<file path="config.mk">
export PLATFORM = sky130hd
export DESIGN_NAME = pdu_pin_ctrl
export DESIGN_NICKNAME = d
export VERILOG_FILES = /design/src/design/pdu_pkg.sv /design/src/design/pdu_pin_ctrl.sv /design/src/design/pdu_cmp.sv
export SDC_FILE = /design/constraint.sdc
export NUM_CORES = 1
export LEC_CHECK = 0
export BUFFER_PORTS_ARGS = -buffer_cell sky130_fd_sc_hd__buf_2
export CORE_MARGIN = 2
export CORE_UTILIZATION = 40
export DETAILED_ROUTE_END_ITERATION = 16
export HOLD_SLACK_MARGIN = 0.12
export MAX_ROUTING_LAYER = met4
export PLACE_DENSITY = 0.68
export SLEW_MARGIN = 15
export SYNTH_ARGS = -nofsm -noshare
export SYNTH_HDL_FRONTEND = slang
export SYNTH_SLANG_ARGS = --single-unit
</file>
<file path="constraint.sdc">
create_clock -name sys_clk_i -period 28.9 [get_ports sys_clk_i]
set_input_delay 7.225 -clock sys_clk_i [delete_from_list [all_inputs] [get_ports sys_clk_i]]
set_output_delay 7.225 -clock sys_clk_i [all_outputs]
set_load 0.005 [all_outputs]
</file>
<file path="src/design/pdu_pkg.sv">
package pdu_pkg;

	// Counter widths and initial values
	localparam int         PDU_TRY_W        = 4;
	localparam logic [3:0] PDU_PIN_TRY_INIT = 4'h3;
	localparam logic [3:0] PDU_UNB_TRY_INIT = 4'hA;

	// Usage qualifier values of a global key reference
	localparam logic [7:0] PDU_QUAL_USE  = 8'h08;
	localparam logic [7:0] PDU_QUAL_NONE = 8'h00;

	// Data field lengths
	localparam logic [7:0] PDU_LC_EMPTY = 8'h00;
	localparam logic [7:0] PDU_LC_PIN   = 8'h08;
	localparam logic [7:0] PDU_LC_UNBLK = 8'h10;

	// Parameter byte fields
	localparam int         PDU_P_FLAG_BIT = 7;
	localparam int         PDU_P_REF_MSB  = 4;
	localparam int         PDU_P_RFU_MSB  = 6;
	localparam int         PDU_P_RFU_LSB  = 5;
	localparam logic [7:0] PDU_P1_NONE    = 8'h00;

	// Status words
	localparam logic [15:0] PDU_SW_OK      = 16'h9000;
	localparam logic [15:0] PDU_SW_RETRY   = 16'h63C0;
	localparam logic [15:0] PDU_SW_BLOCKED = 16'h6983;
	localparam logic [15:0] PDU_SW_COND    = 16'h6985;
	localparam logic [15:0] PDU_SW_PARAM   = 16'h6A86;
	localparam logic [15:0] PDU_SW_REF     = 16'h6A88;
	localparam logic [15:0] PDU_SW_LEN     = 16'h6700;
	localparam logic [15:0] PDU_SW_INS     = 16'h6D00;

	// Command as taken from the terminal
	typedef struct packed {
		logic [7:0]  ins;
		logic [7:0]  p1;
		logic [7:0]  p2;
		logic [7:0]  lc;
		logic [63:0] code;
		logic [63:0] new_pin;
	} pdu_cmd_t;

	// Answer to the terminal
	typedef struct packed {
		logic        valid;
		logic [15:0] sw;
	} pdu_rsp_t;

	// Sequencer states
	typedef enum logic [0:0] {
		PDU_ST_IDLE,
		PDU_ST_EXEC
	} pdu_state_t;

	// Reference byte: RFU bits clear, number 01 to 1F
	function automatic logic pdu_ref_ok(input logic [7:0] p);
		pdu_ref_ok = (p[PDU_P_RFU_MSB:PDU_P_RFU_LSB] == 2'h0) &&
			(p[PDU_P_REF_MSB:0] != 5'h00);
	endfunction : pdu_ref_ok

endpackage : pdu_pkg

</file>
<file path="src/design/pdu_pin_ctrl.sv">
`timescale 1ns/1ps
`default_nettype none

module pdu_pin_ctrl
	import pdu_pkg::*;
#(
	parameter int          NPIN        = 4,
	parameter int          NKEY        = 32,
	parameter logic [7:0]  INS_DISABLE = 8'h26,
	parameter logic [7:0]  INS_ENABLE  = 8'h28,
	parameter logic [7:0]  INS_UNBLOCK = 8'h2C,
	parameter logic [63:0] PIN_DEFAULT = 64'h3132333435363738,
	parameter logic [63:0] UNB_DEFAULT = 64'h3837363534333231
) (
	// Clock and reset
	input  wire logic                  sys_clk_i,
	input  wire logic                  rst_n_i,
	// Command from the terminal side
	input  wire logic                  cmd_valid_i,
	input  wire pdu_cmd_t              cmd_i,
	input  wire logic                  session_start_i,
	// Key verification results from the card controller
	input  wire logic [NKEY-1:0]       key_verified_i,
	// Answer
	output      pdu_rsp_t              rsp_o,
	output      logic                  busy_o,
	// PIN state
	output      logic [NPIN-1:0]       pin_enabled_o,
	output      logic [NPIN-1:0][3:0]  pin_tries_o,
	output      logic [NPIN-1:0][3:0]  unblk_tries_o,
	output      logic [NPIN-1:0][4:0]  repl_ref_o,
	output      logic [NPIN-1:0]       access_o,
	output      logic [NKEY-1:0][7:0]  key_qual_o
);

	localparam int IDXW = $clog2(NPIN);

	pdu_state_t       state_reg;
	pdu_cmd_t         cmd_reg;
	logic [IDXW-1:0]  idx;
	logic [4:0]       ref_m1;
	logic             ref_valid;
	logic             exec;
	logic [63:0]      pin_sel;
	logic [63:0]      unb_sel;
	logic             pin_match;
	logic             unb_match;
	logic [15:0]      sw_next;
	logic             dis_ok;
	logic             dis_bad;
	logic             en_ok;
	logic             en_bad;
	logic             unb_ok;
	logic             unb_bad;
	logic [63:0]      pin_reg [NPIN];
	logic [63:0]      unb_reg [NPIN];
	logic [NPIN-1:0]  verified_reg;

	// Sequencer: take one command, execute it on the next edge
	always_ff @(posedge sys_clk_i) begin
		if (!rst_n_i) begin
			state_reg <= PDU_ST_IDLE;
			busy_o    <= 1'b0;
			cmd_reg   <= '0;
		end else begin
			case (state_reg)
				PDU_ST_IDLE: begin
					if (cmd_valid_i) begin
						state_reg <= PDU_ST_EXEC;
						busy_o    <= 1'b1;
						cmd_reg   <= cmd_i;
					end
				end
				PDU_ST_EXEC: begin
					state_reg <= PDU_ST_IDLE;
					busy_o    <= 1'b0;
				end
				default: begin
					state_reg <= PDU_ST_IDLE;
					busy_o    <= 1'b0;
				end
			endcase
		end
	end

	assign exec = (state_reg == PDU_ST_EXEC);

	// PIN selection from P2
	assign ref_m1    = cmd_reg.p2[PDU_P_REF_MSB:0] - 5'h01;
	assign idx       = ref_m1[IDXW-1:0];
	assign ref_valid = pdu_ref_ok(cmd_reg.p2) &&
		(cmd_reg.p2[PDU_P_REF_MSB:0] <= 5'(NPIN));
	assign pin_sel   = pin_reg[idx];
	assign unb_sel   = unb_reg[idx];

	// Presented code against stored PIN and unblock code
	pdu_cmp u_cmp_pin (
		.given_i  (cmd_reg.code),
		.stored_i (pin_sel),
		.match_o  (pin_match)
	);

	pdu_cmp u_cmp_unb (
		.given_i  (cmd_reg.code),
		.stored_i (unb_sel),
		.match_o  (unb_match)
	);

	// Command decision and status word
	always_comb begin
		sw_next = PDU_SW_OK;
		dis_ok  = 1'b0;
		dis_bad = 1'b0;
		en_ok   = 1'b0;
		en_bad  = 1'b0;
		unb_ok  = 1'b0;
		unb_bad = 1'b0;
		if (!exec) begin
			sw_next = PDU_SW_OK;                                     // Decide only while executing
		end else if (cmd_reg.ins == INS_DISABLE) begin
			if (!ref_valid) begin
				sw_next = PDU_SW_REF;
			end else if (!((cmd_reg.p1 == PDU_P1_NONE) ||
				(cmd_reg.p1[PDU_P_FLAG_BIT] && pdu_ref_ok(cmd_reg.p1)))) begin
				sw_next = PDU_SW_PARAM;
			end else if (cmd_reg.lc != PDU_LC_PIN) begin
				sw_next = PDU_SW_LEN;
			end else if (pin_tries_o[idx] == 4'h0) begin
				sw_next = PDU_SW_BLOCKED;
			end else if (!pin_enabled_o[idx]) begin
				sw_next = PDU_SW_COND;
			end else if (pin_match) begin
				dis_ok = 1'b1;
			end else begin
				dis_bad = 1'b1;
				sw_next = PDU_SW_RETRY | {12'h000, pin_tries_o[idx] - 4'h1};
			end
		end else if (cmd_reg.ins == INS_ENABLE) begin
			if (!ref_valid) begin
				sw_next = PDU_SW_REF;
			end else if (cmd_reg.p1 != PDU_P1_NONE) begin
				sw_next = PDU_SW_PARAM;
			end else if (cmd_reg.lc != PDU_LC_PIN) begin
				sw_next = PDU_SW_LEN;
			end else if (pin_tries_o[idx] == 4'h0) begin
				sw_next = PDU_SW_BLOCKED;
			end else if (pin_enabled_o[idx]) begin
				sw_next = PDU_SW_COND;
			end else if (pin_match) begin
				en_ok = 1'b1;
			end else begin
				en_bad  = 1'b1;
				sw_next = PDU_SW_RETRY | {12'h000, pin_tries_o[idx] - 4'h1};
			end
		end else if (cmd_reg.ins == INS_UNBLOCK) begin
			if (!ref_valid) begin
				sw_next = PDU_SW_REF;
			end else if (cmd_reg.p1 != PDU_P1_NONE) begin
				sw_next = PDU_SW_PARAM;
			end else if (cmd_reg.lc == PDU_LC_EMPTY) begin
				sw_next = PDU_SW_RETRY | {12'h000, unblk_tries_o[idx]};
			end else if (cmd_reg.lc != PDU_LC_UNBLK) begin
				sw_next = PDU_SW_LEN;
			end else if (unblk_tries_o[idx] == 4'h0) begin
				sw_next = PDU_SW_BLOCKED;
			end else if (unb_match) begin
				unb_ok = 1'b1;
			end else begin
				unb_bad = 1'b1;
				sw_next = PDU_SW_RETRY | {12'h000, unblk_tries_o[idx] - 4'h1};
			end
		end else begin
			sw_next = PDU_SW_INS;
		end
	end

	// Answer: one-cycle valid after execution
	always_ff @(posedge sys_clk_i) begin
		if (!rst_n_i) begin
			rsp_o <= '0;
		end else begin
			rsp_o.valid <= exec;
			if (exec) begin
				rsp_o.sw <= sw_next;
			end
		end
	end

	// Per-PIN state; reset stands in for loading the stored copy
	for (genvar g = 0; g < NPIN; g++) begin : g_pin
		logic hit;
		assign hit = exec && (idx == IDXW'(g));

		// Attempt counter
		always_ff @(posedge sys_clk_i) begin
			if (!rst_n_i) begin
				pin_tries_o[g] <= PDU_PIN_TRY_INIT;
			end else if (hit && (dis_ok || en_ok || unb_ok)) begin
				pin_tries_o[g] <= PDU_PIN_TRY_INIT;
			end else if (hit && (dis_bad || en_bad)) begin
				pin_tries_o[g] <= pin_tries_o[g] - 4'h1;
			end
		end

		// Enabled flag; wrong unblock leaves it alone
		always_ff @(posedge sys_clk_i) begin
			if (!rst_n_i) begin
				pin_enabled_o[g] <= 1'b1;
			end else if (hit && dis_ok) begin
				pin_enabled_o[g] <= 1'b0;
			end else if (hit && (en_ok || unb_ok)) begin
				pin_enabled_o[g] <= 1'b1;
			end
		end

		// Unblock counter and stored codes
		always_ff @(posedge sys_clk_i) begin
			if (!rst_n_i) begin
				unblk_tries_o[g] <= PDU_UNB_TRY_INIT;
				pin_reg[g]       <= PIN_DEFAULT;
				unb_reg[g]       <= UNB_DEFAULT;
			end else if (hit && unb_ok) begin
				unblk_tries_o[g] <= PDU_UNB_TRY_INIT;
				pin_reg[g]       <= cmd_reg.new_pin;
			end else if (hit && unb_bad) begin
				unblk_tries_o[g] <= unblk_tries_o[g] - 4'h1;
			end
		end

		// Replacement key in use for this PIN
		always_ff @(posedge sys_clk_i) begin
			if (!rst_n_i) begin
				repl_ref_o[g] <= 5'h00;
			end else if (hit && dis_ok) begin
				repl_ref_o[g] <= cmd_reg.p1[PDU_P_FLAG_BIT] ?
					cmd_reg.p1[PDU_P_REF_MSB:0] : 5'h00;
			end else if (hit && en_ok) begin
				repl_ref_o[g] <= 5'h00;
			end
		end

		// Access condition satisfied in this session
		always_ff @(posedge sys_clk_i) begin
			if (!rst_n_i || session_start_i) begin
				verified_reg[g] <= 1'b0;
			end else if (hit && unb_ok) begin
				verified_reg[g] <= 1'b1;
			end
		end

		// Access: disabled PIN opens, or defers to the replacement key
		always_ff @(posedge sys_clk_i) begin
			if (!rst_n_i) begin
				access_o[g] <= 1'b0;
			end else if (!pin_enabled_o[g]) begin
				access_o[g] <= (repl_ref_o[g] == 5'h00) ? 1'b1 :
					key_verified_i[repl_ref_o[g]];
			end else begin
				access_o[g] <= verified_reg[g] && (pin_tries_o[g] != 4'h0);
			end
		end
	end

	// Usage qualifiers of the global key references
	for (genvar k = 0; k < NKEY; k++) begin : g_key
		always_ff @(posedge sys_clk_i) begin
			if (!rst_n_i) begin
				key_qual_o[k] <= PDU_QUAL_NONE;
			end else if (dis_ok && cmd_reg.p1[PDU_P_FLAG_BIT] &&
				(cmd_reg.p1[PDU_P_REF_MSB:0] == 5'(k))) begin
				key_qual_o[k] <= PDU_QUAL_USE;
			end else if (en_ok && (repl_ref_o[idx] == 5'(k)) &&
				(repl_ref_o[idx] != 5'h00)) begin
				key_qual_o[k] <= PDU_QUAL_NONE;
			end
		end
	end

	// Checks
	a_dis_restore: assert property (@(posedge sys_clk_i) disable iff (!rst_n_i)
		dis_ok |=> (pin_tries_o[$past(idx)] == PDU_PIN_TRY_INIT) &&
			!pin_enabled_o[$past(idx)] && rsp_o.valid && (rsp_o.sw == PDU_SW_OK))
		else $error("disable with correct PIN did not restore");

	a_dis_wrong: assert property (@(posedge sys_clk_i) disable iff (!rst_n_i)
		dis_bad |=> pin_enabled_o[$past(idx)] &&
			(pin_tries_o[$past(idx)] == $past(pin_tries_o[idx]) - 4'h1))
		else $error("wrong disable PIN not counted");

	a_dis_refuse: assert property (@(posedge sys_clk_i) disable iff (!rst_n_i)
		(exec && ref_valid && (cmd_reg.ins == INS_DISABLE) &&
			(!pin_enabled_o[idx] || (pin_tries_o[idx] == 4'h0))) |-> !dis_ok && !dis_bad)
		else $error("disable executed on disabled or blocked PIN");

	a_en_refuse: assert property (@(posedge sys_clk_i) disable iff (!rst_n_i)
		(exec && ref_valid && (cmd_reg.ins == INS_ENABLE) &&
			(pin_enabled_o[idx] || (pin_tries_o[idx] == 4'h0))) |-> !en_ok && !en_bad)
		else $error("enable executed on enabled or blocked PIN");

	a_qual_use: assert property (@(posedge sys_clk_i) disable iff (!rst_n_i)
		(dis_ok && cmd_reg.p1[PDU_P_FLAG_BIT]) |=>
			(key_qual_o[$past(cmd_reg.p1[PDU_P_REF_MSB:0])] == PDU_QUAL_USE))
		else $error("replacement qualifier not set");

	a_unb_restore: assert property (@(posedge sys_clk_i) disable iff (!rst_n_i)
		unb_ok |=> (unblk_tries_o[$past(idx)] == PDU_UNB_TRY_INIT) &&
			(pin_tries_o[$past(idx)] == PDU_PIN_TRY_INIT) && pin_enabled_o[$past(idx)])
		else $error("unblock did not restore counters");

	a_unb_keep: assert property (@(posedge sys_clk_i) disable iff (!rst_n_i)
		unb_bad |=> $stable(pin_enabled_o) && $stable(pin_tries_o))
		else $error("wrong unblock changed PIN state");

	a_unb_locked: assert property (@(posedge sys_clk_i) disable iff (!rst_n_i)
		(exec && ref_valid && (cmd_reg.ins == INS_UNBLOCK) && (cmd_reg.p1 == PDU_P1_NONE) &&
			(cmd_reg.lc == PDU_LC_UNBLK) && (unblk_tries_o[idx] == 4'h0))
			|=> rsp_o.valid && (rsp_o.sw == PDU_SW_BLOCKED))
		else $error("blocked unblock code not answered 6983");

	a_rsp_timing: assert property (@(posedge sys_clk_i) disable iff (!rst_n_i)
		(!busy_o && cmd_valid_i) |=> busy_o ##1 (rsp_o.valid && !busy_o))
		else $error("answer not two cycles after command");

	c_dis_ok: cover property (@(posedge sys_clk_i) disable iff (!rst_n_i) dis_ok);
	c_en_ok: cover property (@(posedge sys_clk_i) disable iff (!rst_n_i) en_ok);
	c_unb_lock: cover property (@(posedge sys_clk_i) disable iff (!rst_n_i)
		unb_bad && (unblk_tries_o[idx] == 4'h1));
	c_pin_block: cover property (@(posedge sys_clk_i) disable iff (!rst_n_i)
		(dis_bad || en_bad) && (pin_tries_o[idx] == 4'h1));

endmodule : pdu_pin_ctrl

`default_nettype wire

</file>
<file path="src/design/pdu_cmp.sv">
`timescale 1ns/1ps
`default_nettype none

// Compares a presented 8-byte code against stored reference data
module pdu_cmp (
	// Operands
	input  wire logic [63:0] given_i,
	input  wire logic [63:0] stored_i,
	// Result
	output      logic        match_o
);

	// Full-width equality, no early exit on the first byte
	assign match_o = ((given_i ^ stored_i) == 64'h0);

endmodule : pdu_cmp

`default_nettype wire

</file>
==> results of run 1 <==
-- final timing paths --
check | from | end | slack, ps | cells past startpoint
setup / recovery | rst_n_i | pin_reg[2][44] | 19270 | 7
hold reg to reg | cmd_reg[150] | cmd_reg[150] | 450 | 2
hold / removal | cmd_reg[150] | cmd_reg[150] | 450 | 2
setup reg to reg | cmd_reg[136] | key_qual_o[27] | 23330 | 12
-- logic make-up (layout without fill, tap and decap cells) --
kind of cell,Yosys count,count (layout),share of synthesized area [%]
xor+xnor,91,91,3.05
other cells,1,233,0.0143
simple gates,914,914,18.0
flops,526,526,50.1
buf+inv,446,469,9.97
fa+ha+maj,16,16,0.766
compound gates,358,358,7.86
mux,126,126,10.3
-- layer usage --
layer / global-route usage, % / share of wire (%)
met1: 30.6 / 43
met2: 34.1 / 47
met3: 2.78 / 6.5
met4: 7.04 / 3.0
met5: - / 0
-- power groups by stage --
| stage | clock network (W) | registers, W | logic [W] |
|---|---|---|---|
| finish | 0.000741 | 0.000831 | 0.000147 |
| CTS | 0.000755 | 0.000831 | 0.000148 |
| global placement | 0 | 0.000845 | 0.000146 |
| floorplan | 0 | 0.000838 | 0.000119 |
| global route | 0.000784 | 0.000834 | 0.000161 |
| detailed placement | 0 | 0.000846 | 0.000148 |
-- critical path, delay by kind of cell --
kind | cells | cell delay (ps)
buf+inv | 5 | 2290
simple gates | 2 | 420
-- per-stage QoR --
step | power [W] | utilization [%] | cells | setup WS (ps)
5_1_grt | 0.00178 | 45.4 | 3586 | 19080
4_1_cts | 0.00173 | 45.4 | 3581 | 19330
2_1_floorplan | 0.000957 | - | 2703 | 18120
6_report | 0.00172 | 45.4 | 3588 | 19270
3_3_place_gp | 0.000992 | 42.4 | 3478 | 18710
3_5_place_dp | 0.000994 | 42.4 | 3478 | 18680
-- Yosys cell counts, types with 3 or more instances --
cell type,number
nor3_2,4
a31oi_1,8
buf_2,21
nor2_1,74
o21a_1,5
and4b_1,8
o31ai_1,6
a21oi_1,226
nor3_1,19
xor2_1,11
or4_1,6
inv_1,36
nor4_1,16
a211oi_1,3
a211o_1,5
xnor2_1,80
nand2_1,387
mux2i_1,12
and3_1,138
mux4_2,114
buf_6,5
o21bai_1,5
nand3_1,11
edfxtp_1,256
nand4_1,56
buf_4,231
o21ai_0,39
clkbuf_1,142
nor4b_1,7
nor3b_1,6
ha_1,16
nor2b_1,6
buf_1,11
dfxtp_1,270
and2_1,8
a21o_1,37
nor4bb_1,10
nand2b_1,13
or3_1,128
-- cell type report --
class                      instances  area (um2)
sequential                       526       13100
inverter                          36         140
clock buffer                      82        1660
tap                              855        1070
fill                            6114       35200
multi-input combinational       1731       11400
clock inverter                    21         254
timing repair buffer             330        1740
antenna                            7        17.5
==> key figures, run 1 <==
Logic synthesis
  – Synth top area share: 29.4%
  – Dominant cells by area after synthesis: edfxtp_1 (29%), dfxtp_1 (21%), mux4_2 (9.8%)
  – Synth Area per Inst: roughly 11 um2
  – Yosys top cell by area: edfxtp_1
  – Post-synthesis cell count: 2478
  – Mapped Area: 0.0261 mm2
  – Ys flop type: dfxtp_1
  – Post-synth EDFFs: 256
  – Synth Register Bits: 526
  – FFs w/ async S/R, synth: 0%
  – Register area share after synthesis: 50.1%
  – Netlist cell types: 69
  – Synth warn: 0

Setup path
  – Kind of critical path: primary input to flip-flop
  – CP Launch Type: primary input
  – CP endpoint kind: flip-flop
  – Cell mode on critical path: buf_4
  – CP Max Fanout: 116
  – Worst path cell trace: buf_2 -> buf_4 -> inv_6 -> buf_4 -> or2_2 -> buf_4 -> or3_1
  – Critical path required time: 29390 ps
  – Slowest cell on crit path: buf_4
  – CP arrival: 10120 ps
  – Largest stage delay, worst path: 640 ps

STA
  – Final Setup Violations: 0
  – Max Fclk: a little over 100 MHz
  – Setup_tns: 0 ps
  – Worst-Margin Slew: 1090 ps
  – Unrepaired setup endpoints after global routing: no
  – Setup Skew: between 20 and 30 ps
  – Final Max Slew Viols: 0
  – Final hold violation count: 0
  – Max_slew headroom: 27.6%
  – Hold slack: 448 ps
  – Final period util: 33.3%
  – Period minus WS final: 9630 ps

Drt
  – Post-route ant nets: 0
  – Wirelength, routed: 75.0 mm
  – First-pass DRT Iterations: 7
  – DRC errors left: 0
  – Via count: 19000
  – Drt wl/cell: about 21 um
  – Initial drt markers: 1843
  – Via density: 5.30

Die
  – Total core area: ~0.065 mm2
  – I/O pin cnt: 530
  – Initial core utilization: 40.5%
  – Die Wd: 260 um
  – Cell Rows: 93
  – Die Y-Extent: 260 um
  – Die area: 0.0674 mm2

CTS
  – Worst-Skew Late Latency: 620 ps
  – Clock sink count: 526
  – Root buffer selected by CTS: clkbuf_16
  – Hold_buf cts: 0
  – Clock slew at reported path FFs: 60 ps
  – Resize count post-CTS: 0
  – Post-CTS setup buffer count: 0
  – CTS max path bufs: 3
  – H-tree lvl count: 2
  – CTS tree: done
  – Inserted Clock Buffers: 57

GRT
  – First-pass GRT wire length: 111 mm
  – Gr usage total: 22.2%
  – Vias in the first global route: 17800
  – Antenna violations before repair: 6
  – Pin count of the biggest net entering global routing: 148
  – GR Overflow Total: 0

Cells and area
  – Final Cell Area: 0.0293 mm2
  – Commonest non-fill, non-tap cells in the layout: nand2_1 (386), buf_2 (301), dfxtp_1 (269)
  – Nets: 2894
  – Area grow syn2layout: 12.3%
  – Largest register FFs: about 260
  – Most common cell after layout, fill and taps aside: nand2_1
  – Fraction of layout cells with a size suffix above 1: 20.5%

Placement
  – GPL Wtd Cong: about 0.9
  – Port Buffers: between 300 and 400
  – Area post-placement: 0.0274 mm2
  – DP HPWL: 50.0 mm

Status
  – Status: finished clean

Min path
  – Worst hold path class: flip-flop to flip-flop

Power
  – Switch share: 24.4%
  – Clk network pwr share: a little over two fifths
  – Net switching power: 0.000419 W
  – Lkg Pwr: 11.3 nW
  – PD cells: 58.6 mW/mm2
  – Logic pwr share: 8.6%
  – Int Pwr: 0.00130 W
  – Seq pwr share: 48.3%
  – Peak VDD IR: 0.0419 mV

Run
  – Max Cap Viol: 0
(Power assumes the default switching activity.)
==> run 2, diff against run 1 <==
PLACE_DENSITY = 0.71   (was 0.68)
clock period = 8.8 ns   (was 28.9 ns; I/O delays follow)
==> run 2 against run 1 <==
Net effect: die area did not move; final cell count grew 0.53%; global-route usage down 0.14 points; critical path depth grew 4; clock power rose to 3.3 times the previous value; worst setup slack worse by 16000 ps; utilization up 0.056 points; final area is 0.12% higher; combinational power rose to 3.3 times the previous value; wire length shrank 0.31%; via count grew 0.30%; first-iteration DRC count increased by 1.4%; largest cell class unchanged; highest routed layer unchanged.
==> key figures, run 2 (synthesized netlist as in run 1, its figures left out) <==
CTS
  – Clock sink count: 526 (unchanged)
  – H-tree lvl count: 2 (unchanged)
  – Post-CTS setup buffer count: 0 (unchanged)
  – Inserted Clock Buffers: 57 (unchanged)
  – CTS max path bufs: 3 (unchanged)
  – CTS tree: done
  – Root buffer selected by CTS: clkbuf_16
  – Resize count post-CTS: 0 (unchanged)
  – Hold_buf cts: 0 (unchanged)
  – Worst-Skew Late Latency: 620 ps (about the same)
  – Clock slew at reported path FFs: 60 ps (about the same)

STA
  – Final Setup Violations: 0 (unchanged)
  – Worst-Margin Slew: 1110 ps (+22.3 ps)
  – Setup Skew: 42.3 ps (+15.5 ps)
  – Unrepaired setup endpoints after global routing: no
  – Final period util: approximately 63%
  – Final hold violation count: 0 (unchanged)
  – Max Fclk: ~180 MHz
  – Max_slew headroom: 26.1% (-1.5 points)
  – Period minus WS final: 5500 ps
  – Setup_tns: 0 ps (unchanged)
  – Final Max Slew Viols: 0 (unchanged)

Cells and area
  – Multi-input gate area: 0.0114 mm2 (unchanged)
  – Fraction of layout cells with a size suffix above 1: 20.4% (-0.10 points)
  – Nets: 2895 (+0.035%)
  – Fillers: 5965 (-2.4%)
  – FF+latch area: 0.0131 mm2 (unchanged)
  – Most common cell after layout, fill and taps aside: nand2_1
  – Area grow syn2layout: 12.4%
  – Largest register FFs: 256 (unchanged)
  – Commonest non-fill, non-tap cells in the layout: nand2_1 (386), buf_2 (301), dfxtp_1 (269)

Drt
  – DRC errors left: 0 (unchanged)
  – First-pass DRT Iterations: 6 (-1)
  – Via count: 19100 (+0.30%)
  – Wirelength, routed: 74.7 mm (-0.31%)
  – Post-route ant nets: 0 (unchanged)
  – Drt wl/cell: 20.7 um (-0.83%)
  – Initial drt markers: 1869 (+1.4%)
  – Via density: 5.29 (-0.23%)

GRT
  – Antenna violations before repair: 22 (+16)
  – Pin count of the biggest net entering global routing: 145 (-2.0%)
  – First-pass GRT wire length: 110 mm (-0.89%)
  – Vias in the first global route: 17500 (-2.0%)
  – Gr usage total: 22.0% (-0.14 points)
  – GR Overflow Total: 0 (unchanged)

Status
  – Status: finished clean

Die
  – Total core area: 0.0646 mm2 (unchanged)
  – Cell Rows: 93 (unchanged)
  – Die Y-Extent: 260 um (unchanged)
  – Initial core utilization: 40.5% (unchanged)
  – I/O pin cnt: 530 (unchanged)
  – Die area: 0.0674 mm2 (unchanged)
  – Die Wd: 260 um (unchanged)

Placement
  – GPL Wtd Cong: 0.912 (-0.12%)
  – DP HPWL: 50.3 mm (+0.74%)
  – Port Buffers: 301 (unchanged)

Power
  – Total Power: 0.00565 W (+230%)
  – Peak VDD IR: 0.202 mV (+380%)
  – PD cells: 192 mW/mm2 (+230%)
  – Lkg Pwr: 11.3 nW (-0.11%)

Min path
  – Worst hold path class: flip-flop to flip-flop

Setup path
  – CP arrival: 5970 ps (-4150 ps)
  – CP endpoint kind: flip-flop
  – CP Launch Type: flip-flop
  – Kind of critical path: flip-flop to flip-flop
  – Critical path required time: 9270 ps (-20120 ps)
  – CP Max Fanout: 40 (-66%)

Run
  – Max Cap Viol: 0 (unchanged)
run 2: worst max-delay path, cell delays in order (launching register included):
cell and delay, ps:
dfxtp_4 520, buf_4 690, buf_4 640, mux4_2 650, xnor2_1 370, nand4_1 200, nor4_1 450, nand4_1 190
buf_4 300, nand2b_1 670, a21oi_1 520, nor3_1 100
run 2: layer usage:
layer	vias up	wire [um]	global-route usage, %
li1	8891	-	-
met2	868	35100	33.7
met3	124	6520	4.42
met4	0	2350	7.31
met1	9182	30800	29.4
met5	-	0	-
run 2: where the power goes:
part           internal, W  switching, W
clock network      0.00143       0.00101
registers          0.00265     0.0000716
logic             0.000184      0.000302
total              0.00427       0.00138
run 2: path summary, 6_finish.rpt:
path / start / end / slack (ps) / depth (start not counted)
worst min-delay path: cmd_reg[150] / cmd_reg[150] / 450 / 2
worst max-delay path: cmd_reg[136] / pin_tries_o[6] / 3300 / 11
worst max register to register: cmd_reg[136] / pin_tries_o[6] / 3300 / 11
worst min register to register: cmd_reg[150] / cmd_reg[150] / 450 / 2
run 2: per-stage QoR:
step	instance area, um2	worst slack [ps]	hold slack [ps]	std cells	utilization [%]
after CTS	29300	3280	450	3585	45.4
after floorplan	27000	-541	431	2703	-
after global placement	27400	3280	432	3479	42.4
final	29400	3300	449	3607	45.5
after global routing	29400	3050	473	3607	45.5
after detailed placement	27400	3270	439	3479	42.4
run 2: layout make-up:
cell class,count,share of cell area (%)
Clock buffer,79,5.34
Inverter,36,0.477
Multi-Input combinational cell,1731,38.7
Antenna cell,22,0.187
Tap cell,855,3.64
Timing Repair Buffer,331,5.94
Clock inverter,27,1.15
Sequential cell,526,44.6
==> run 3, diff against run 2 <==
PLACE_DENSITY = 0.68   (was 0.71)
clock period = 5.4 ns   (was 8.8 ns; I/O delays follow)
==> run 3 against run 2 <==
Net effect: combinational power increased by 67%; critical endpoint is now key_qual_o[27]; global-route usage increased by 0.50 points; die area unchanged; clock skew increased by 21 ps; wire length increased by 2.3%; critical path type unchanged.
==> key figures, run 3 (synthesized netlist as in run 1, its figures left out) <==
Setup path
  – CP Launch Type: flip-flop
  – Bufs and invs on worst path: 2 (-1)
  – CP endpoint kind: flip-flop
  – Critical path required time: 5930 ps (-3340 ps)
  – Slowest cell on crit path: ha_4
  – Reg-to-reg setup timing slack: 810 ps (-2490 ps)
  – Delay-heaviest family, CP: simple AND/OR/NAND/NOR gates
  – CP Max Fanout: 36 (-10%)
  – Reg2reg end: key_qual_o[27]
  – Worst path cell trace: inv_1 -> ha_4 -> mux4_2 -> xnor2_1 -> nand4_1 -> nor4_1 -> nand4_1 -> buf_4 -> nor2b_1 -> nand4_1 -> o41ai_1
  – CP arrival: 5120 ps (-850 ps)
  – Worst Setup SP: cmd_reg[137]
  – Kind of critical path: flip-flop to flip-flop
  – Reg2reg path depth: 11 (unchanged)
  – WP depth: 11 (unchanged)
  – Worst Setup EP: key_qual_o[27]
  – Reg-to-reg startpoint: cmd_reg[137]
  – Cell mode on critical path: nand4_1
  – Largest stage delay, worst path: 710 ps (+20 ps)

Drt
  – DRC errors left: 0 (unchanged)
  – Wirelength, routed: 76.5 mm (+2.3%)
  – Post-route ant nets: 0 (unchanged)
  – Via count: 19200 (+0.60%)
  – Drt wl/cell: 21.2 um (+2.5%)
  – First-pass DRT Iterations: 8 (+2)
  – Via density: 5.33 (+0.83%)
  – Initial drt markers: 1866 (-0.16%)

Die
  – Initial core utilization: 40.5% (unchanged)
  – Die area: 0.0674 mm2 (unchanged)
  – Die Wd: 260 um (unchanged)
  – Cell Rows: 93 (unchanged)
  – Die Y-Extent: 260 um (unchanged)
  – I/O pin cnt: 530 (unchanged)
  – Total core area: 0.0646 mm2 (unchanged)

STA
  – Period minus WS final: 4590 ps (-907 ps)
  – Unrepaired setup endpoints after global routing: no
  – Final period util: 85.1% (+23 points)
  – Max Fclk: 218 MHz (+20%)
  – Setup Skew: 63.3 ps (+21.1 ps)
  – Final Max Slew Viols: 0 (unchanged)
  – Max_slew headroom: 27.9% (+1.8 points)
  – Final Setup Violations: 0 (unchanged)
  – Worst-Margin Slew: 1080 ps (-30.2 ps)
  – Final hold violation count: 0 (unchanged)
  – Setup_tns: 0 ps (unchanged)

CTS
  – Post-CTS setup buffer count: 0 (unchanged)
  – Clock sink count: 526 (unchanged)
  – CTS tree: done
  – Clock slew at reported path FFs: 60 ps (about the same)
  – H-tree lvl count: 2 (unchanged)
  – Hold_buf cts: 0 (unchanged)
  – Inserted Clock Buffers: 58 (+1.8%)
  – CTS max path bufs: 3 (unchanged)
  – Resize count post-CTS: 0 (unchanged)
  – Root buffer selected by CTS: clkbuf_16
  – Worst-Skew Late Latency: 650 ps (+30 ps)

Cells and area
  – Most common cell after layout, fill and taps aside: nand2_1
  – Fraction of layout cells with a size suffix above 1: 20.6% (+0.20 points)
  – Commonest non-fill, non-tap cells in the layout: nand2_1 (385), buf_2 (301), dfxtp_1 (269)
  – Fillers: 6000 (+0.59%)
  – Multi-input gate area: 0.0114 mm2 (about the same)
  – Area grow syn2layout: 12.8%
  – Largest register FFs: 256 (unchanged)
  – FF+latch area: 0.0131 mm2 (unchanged)
  – Nets: 2900 (+0.17%)
  – Fin util: 45.7% (+0.18 points)

GRT
  – First-pass GRT wire length: 112 mm (+2.1%)
  – Pin count of the biggest net entering global routing: 103 (-29%)
  – GR Overflow Total: 0 (unchanged)
  – Antenna violations before repair: 6 (-73%)
  – Gr usage total: 22.5% (+0.50 points)
  – Vias in the first global route: 17800 (+2.1%)

Placement
  – GPL Wtd Cong: 0.939 (+2.9%)
  – DP HPWL: 51.9 mm (+3.1%)
  – Port Buffers: 301 (unchanged)

Run
  – Max Cap Viol: 0 (unchanged)

Min path
  – Worst hold path class: flip-flop to flip-flop

Power
  – Lkg Pwr: 11.3 nW (+0.58%)
  – PD cells: 314 mW/mm2 (+63%)
  – Peak VDD IR: 0.224 mV (+11%)

Status
  – Status: finished clean
[run 3: cell count changes in the layout (fill, tap and decap cells not counted), moves of 3 or more]
cell | previous run | this run
buf_12 | 1 | 8
buf_4 | 29 | 26
clkbuf_1 | 16 | 11
clkinv_1 | 3 | 9
clkinv_2 | 7 | 10
diode_2 | 22 | 7
[run 3: area by class of cell]
type / count / area share, %
Antenna cell: 7 / 0.0594
Inverter: 36 / 0.475
Clock inverter: 35 / 1.28
Timing Repair Buffer: 335 / 6.31
Tap cell: 855 / 3.63
Multi-Input combinational cell: 1731 / 38.5
Clock buffer: 74 / 5.30
Sequential cell: 526 / 44.4
[run 3: worst min path at each step]
stage / depth (start not counted) / startpoint / end / slack [ps]
finish: 1 / busy_o / busy_o / 450
floorplan: 2 / cmd_reg[141] / cmd_reg[141] / 430
global placement: 1 / busy_o / busy_o / 430
global route: 1 / key_qual_o[3] / key_qual_o[3] / 480
CTS: 1 / busy_o / busy_o / 450
detailed placement: 1 / busy_o / busy_o / 430
[run 3: worst register-to-register path, stage by stage, from the launching register on]
cell	delay, ps
dfxtp_1	370
inv_1	100
ha_4	710
mux4_2	430
xnor2_1	480
nand4_1	330
nor4_1	310
nand4_1	140
buf_4	290
nor2b_1	390
nand4_1	460
o41ai_1	470
[run 3: where the power goes]
group	leakage, nW	total (W)	switching, W	internal [W]
logic	5.87	0.000810	0.000498	0.000311
clock network	0.943	0.00400	0.00170	0.00230
registers	4.51	0.00445	0.000122	0.00432
[run 3: per-stage QoR]
step	cell area, um2	hold slack, ps	instances	total power (W)	setup slack (ps)
finish	29500	447	3599	0.00926	807
global route	29500	476	3598	0.00956	668
CTS	29500	449	3592	0.00933	915
detailed placement	27500	435	3483	0.00534	930
global placement	27500	434	3483	0.00533	1020
floorplan	27000	431	2703	0.00511	15.8
[run 3: per-layer routing]
| metal | up-vias | track usage [%] | wire [um] |
|---|---|---|---|
| met5 | - | - | 0 |
| met4 | 0 | 7.71 | 2380 |
| met3 | 126 | 2.65 | 4760 |
| met2 | 781 | 35.5 | 36700 |
| met1 | 9398 | 30.3 | 32600 |
| li1 | 8875 | - | - |
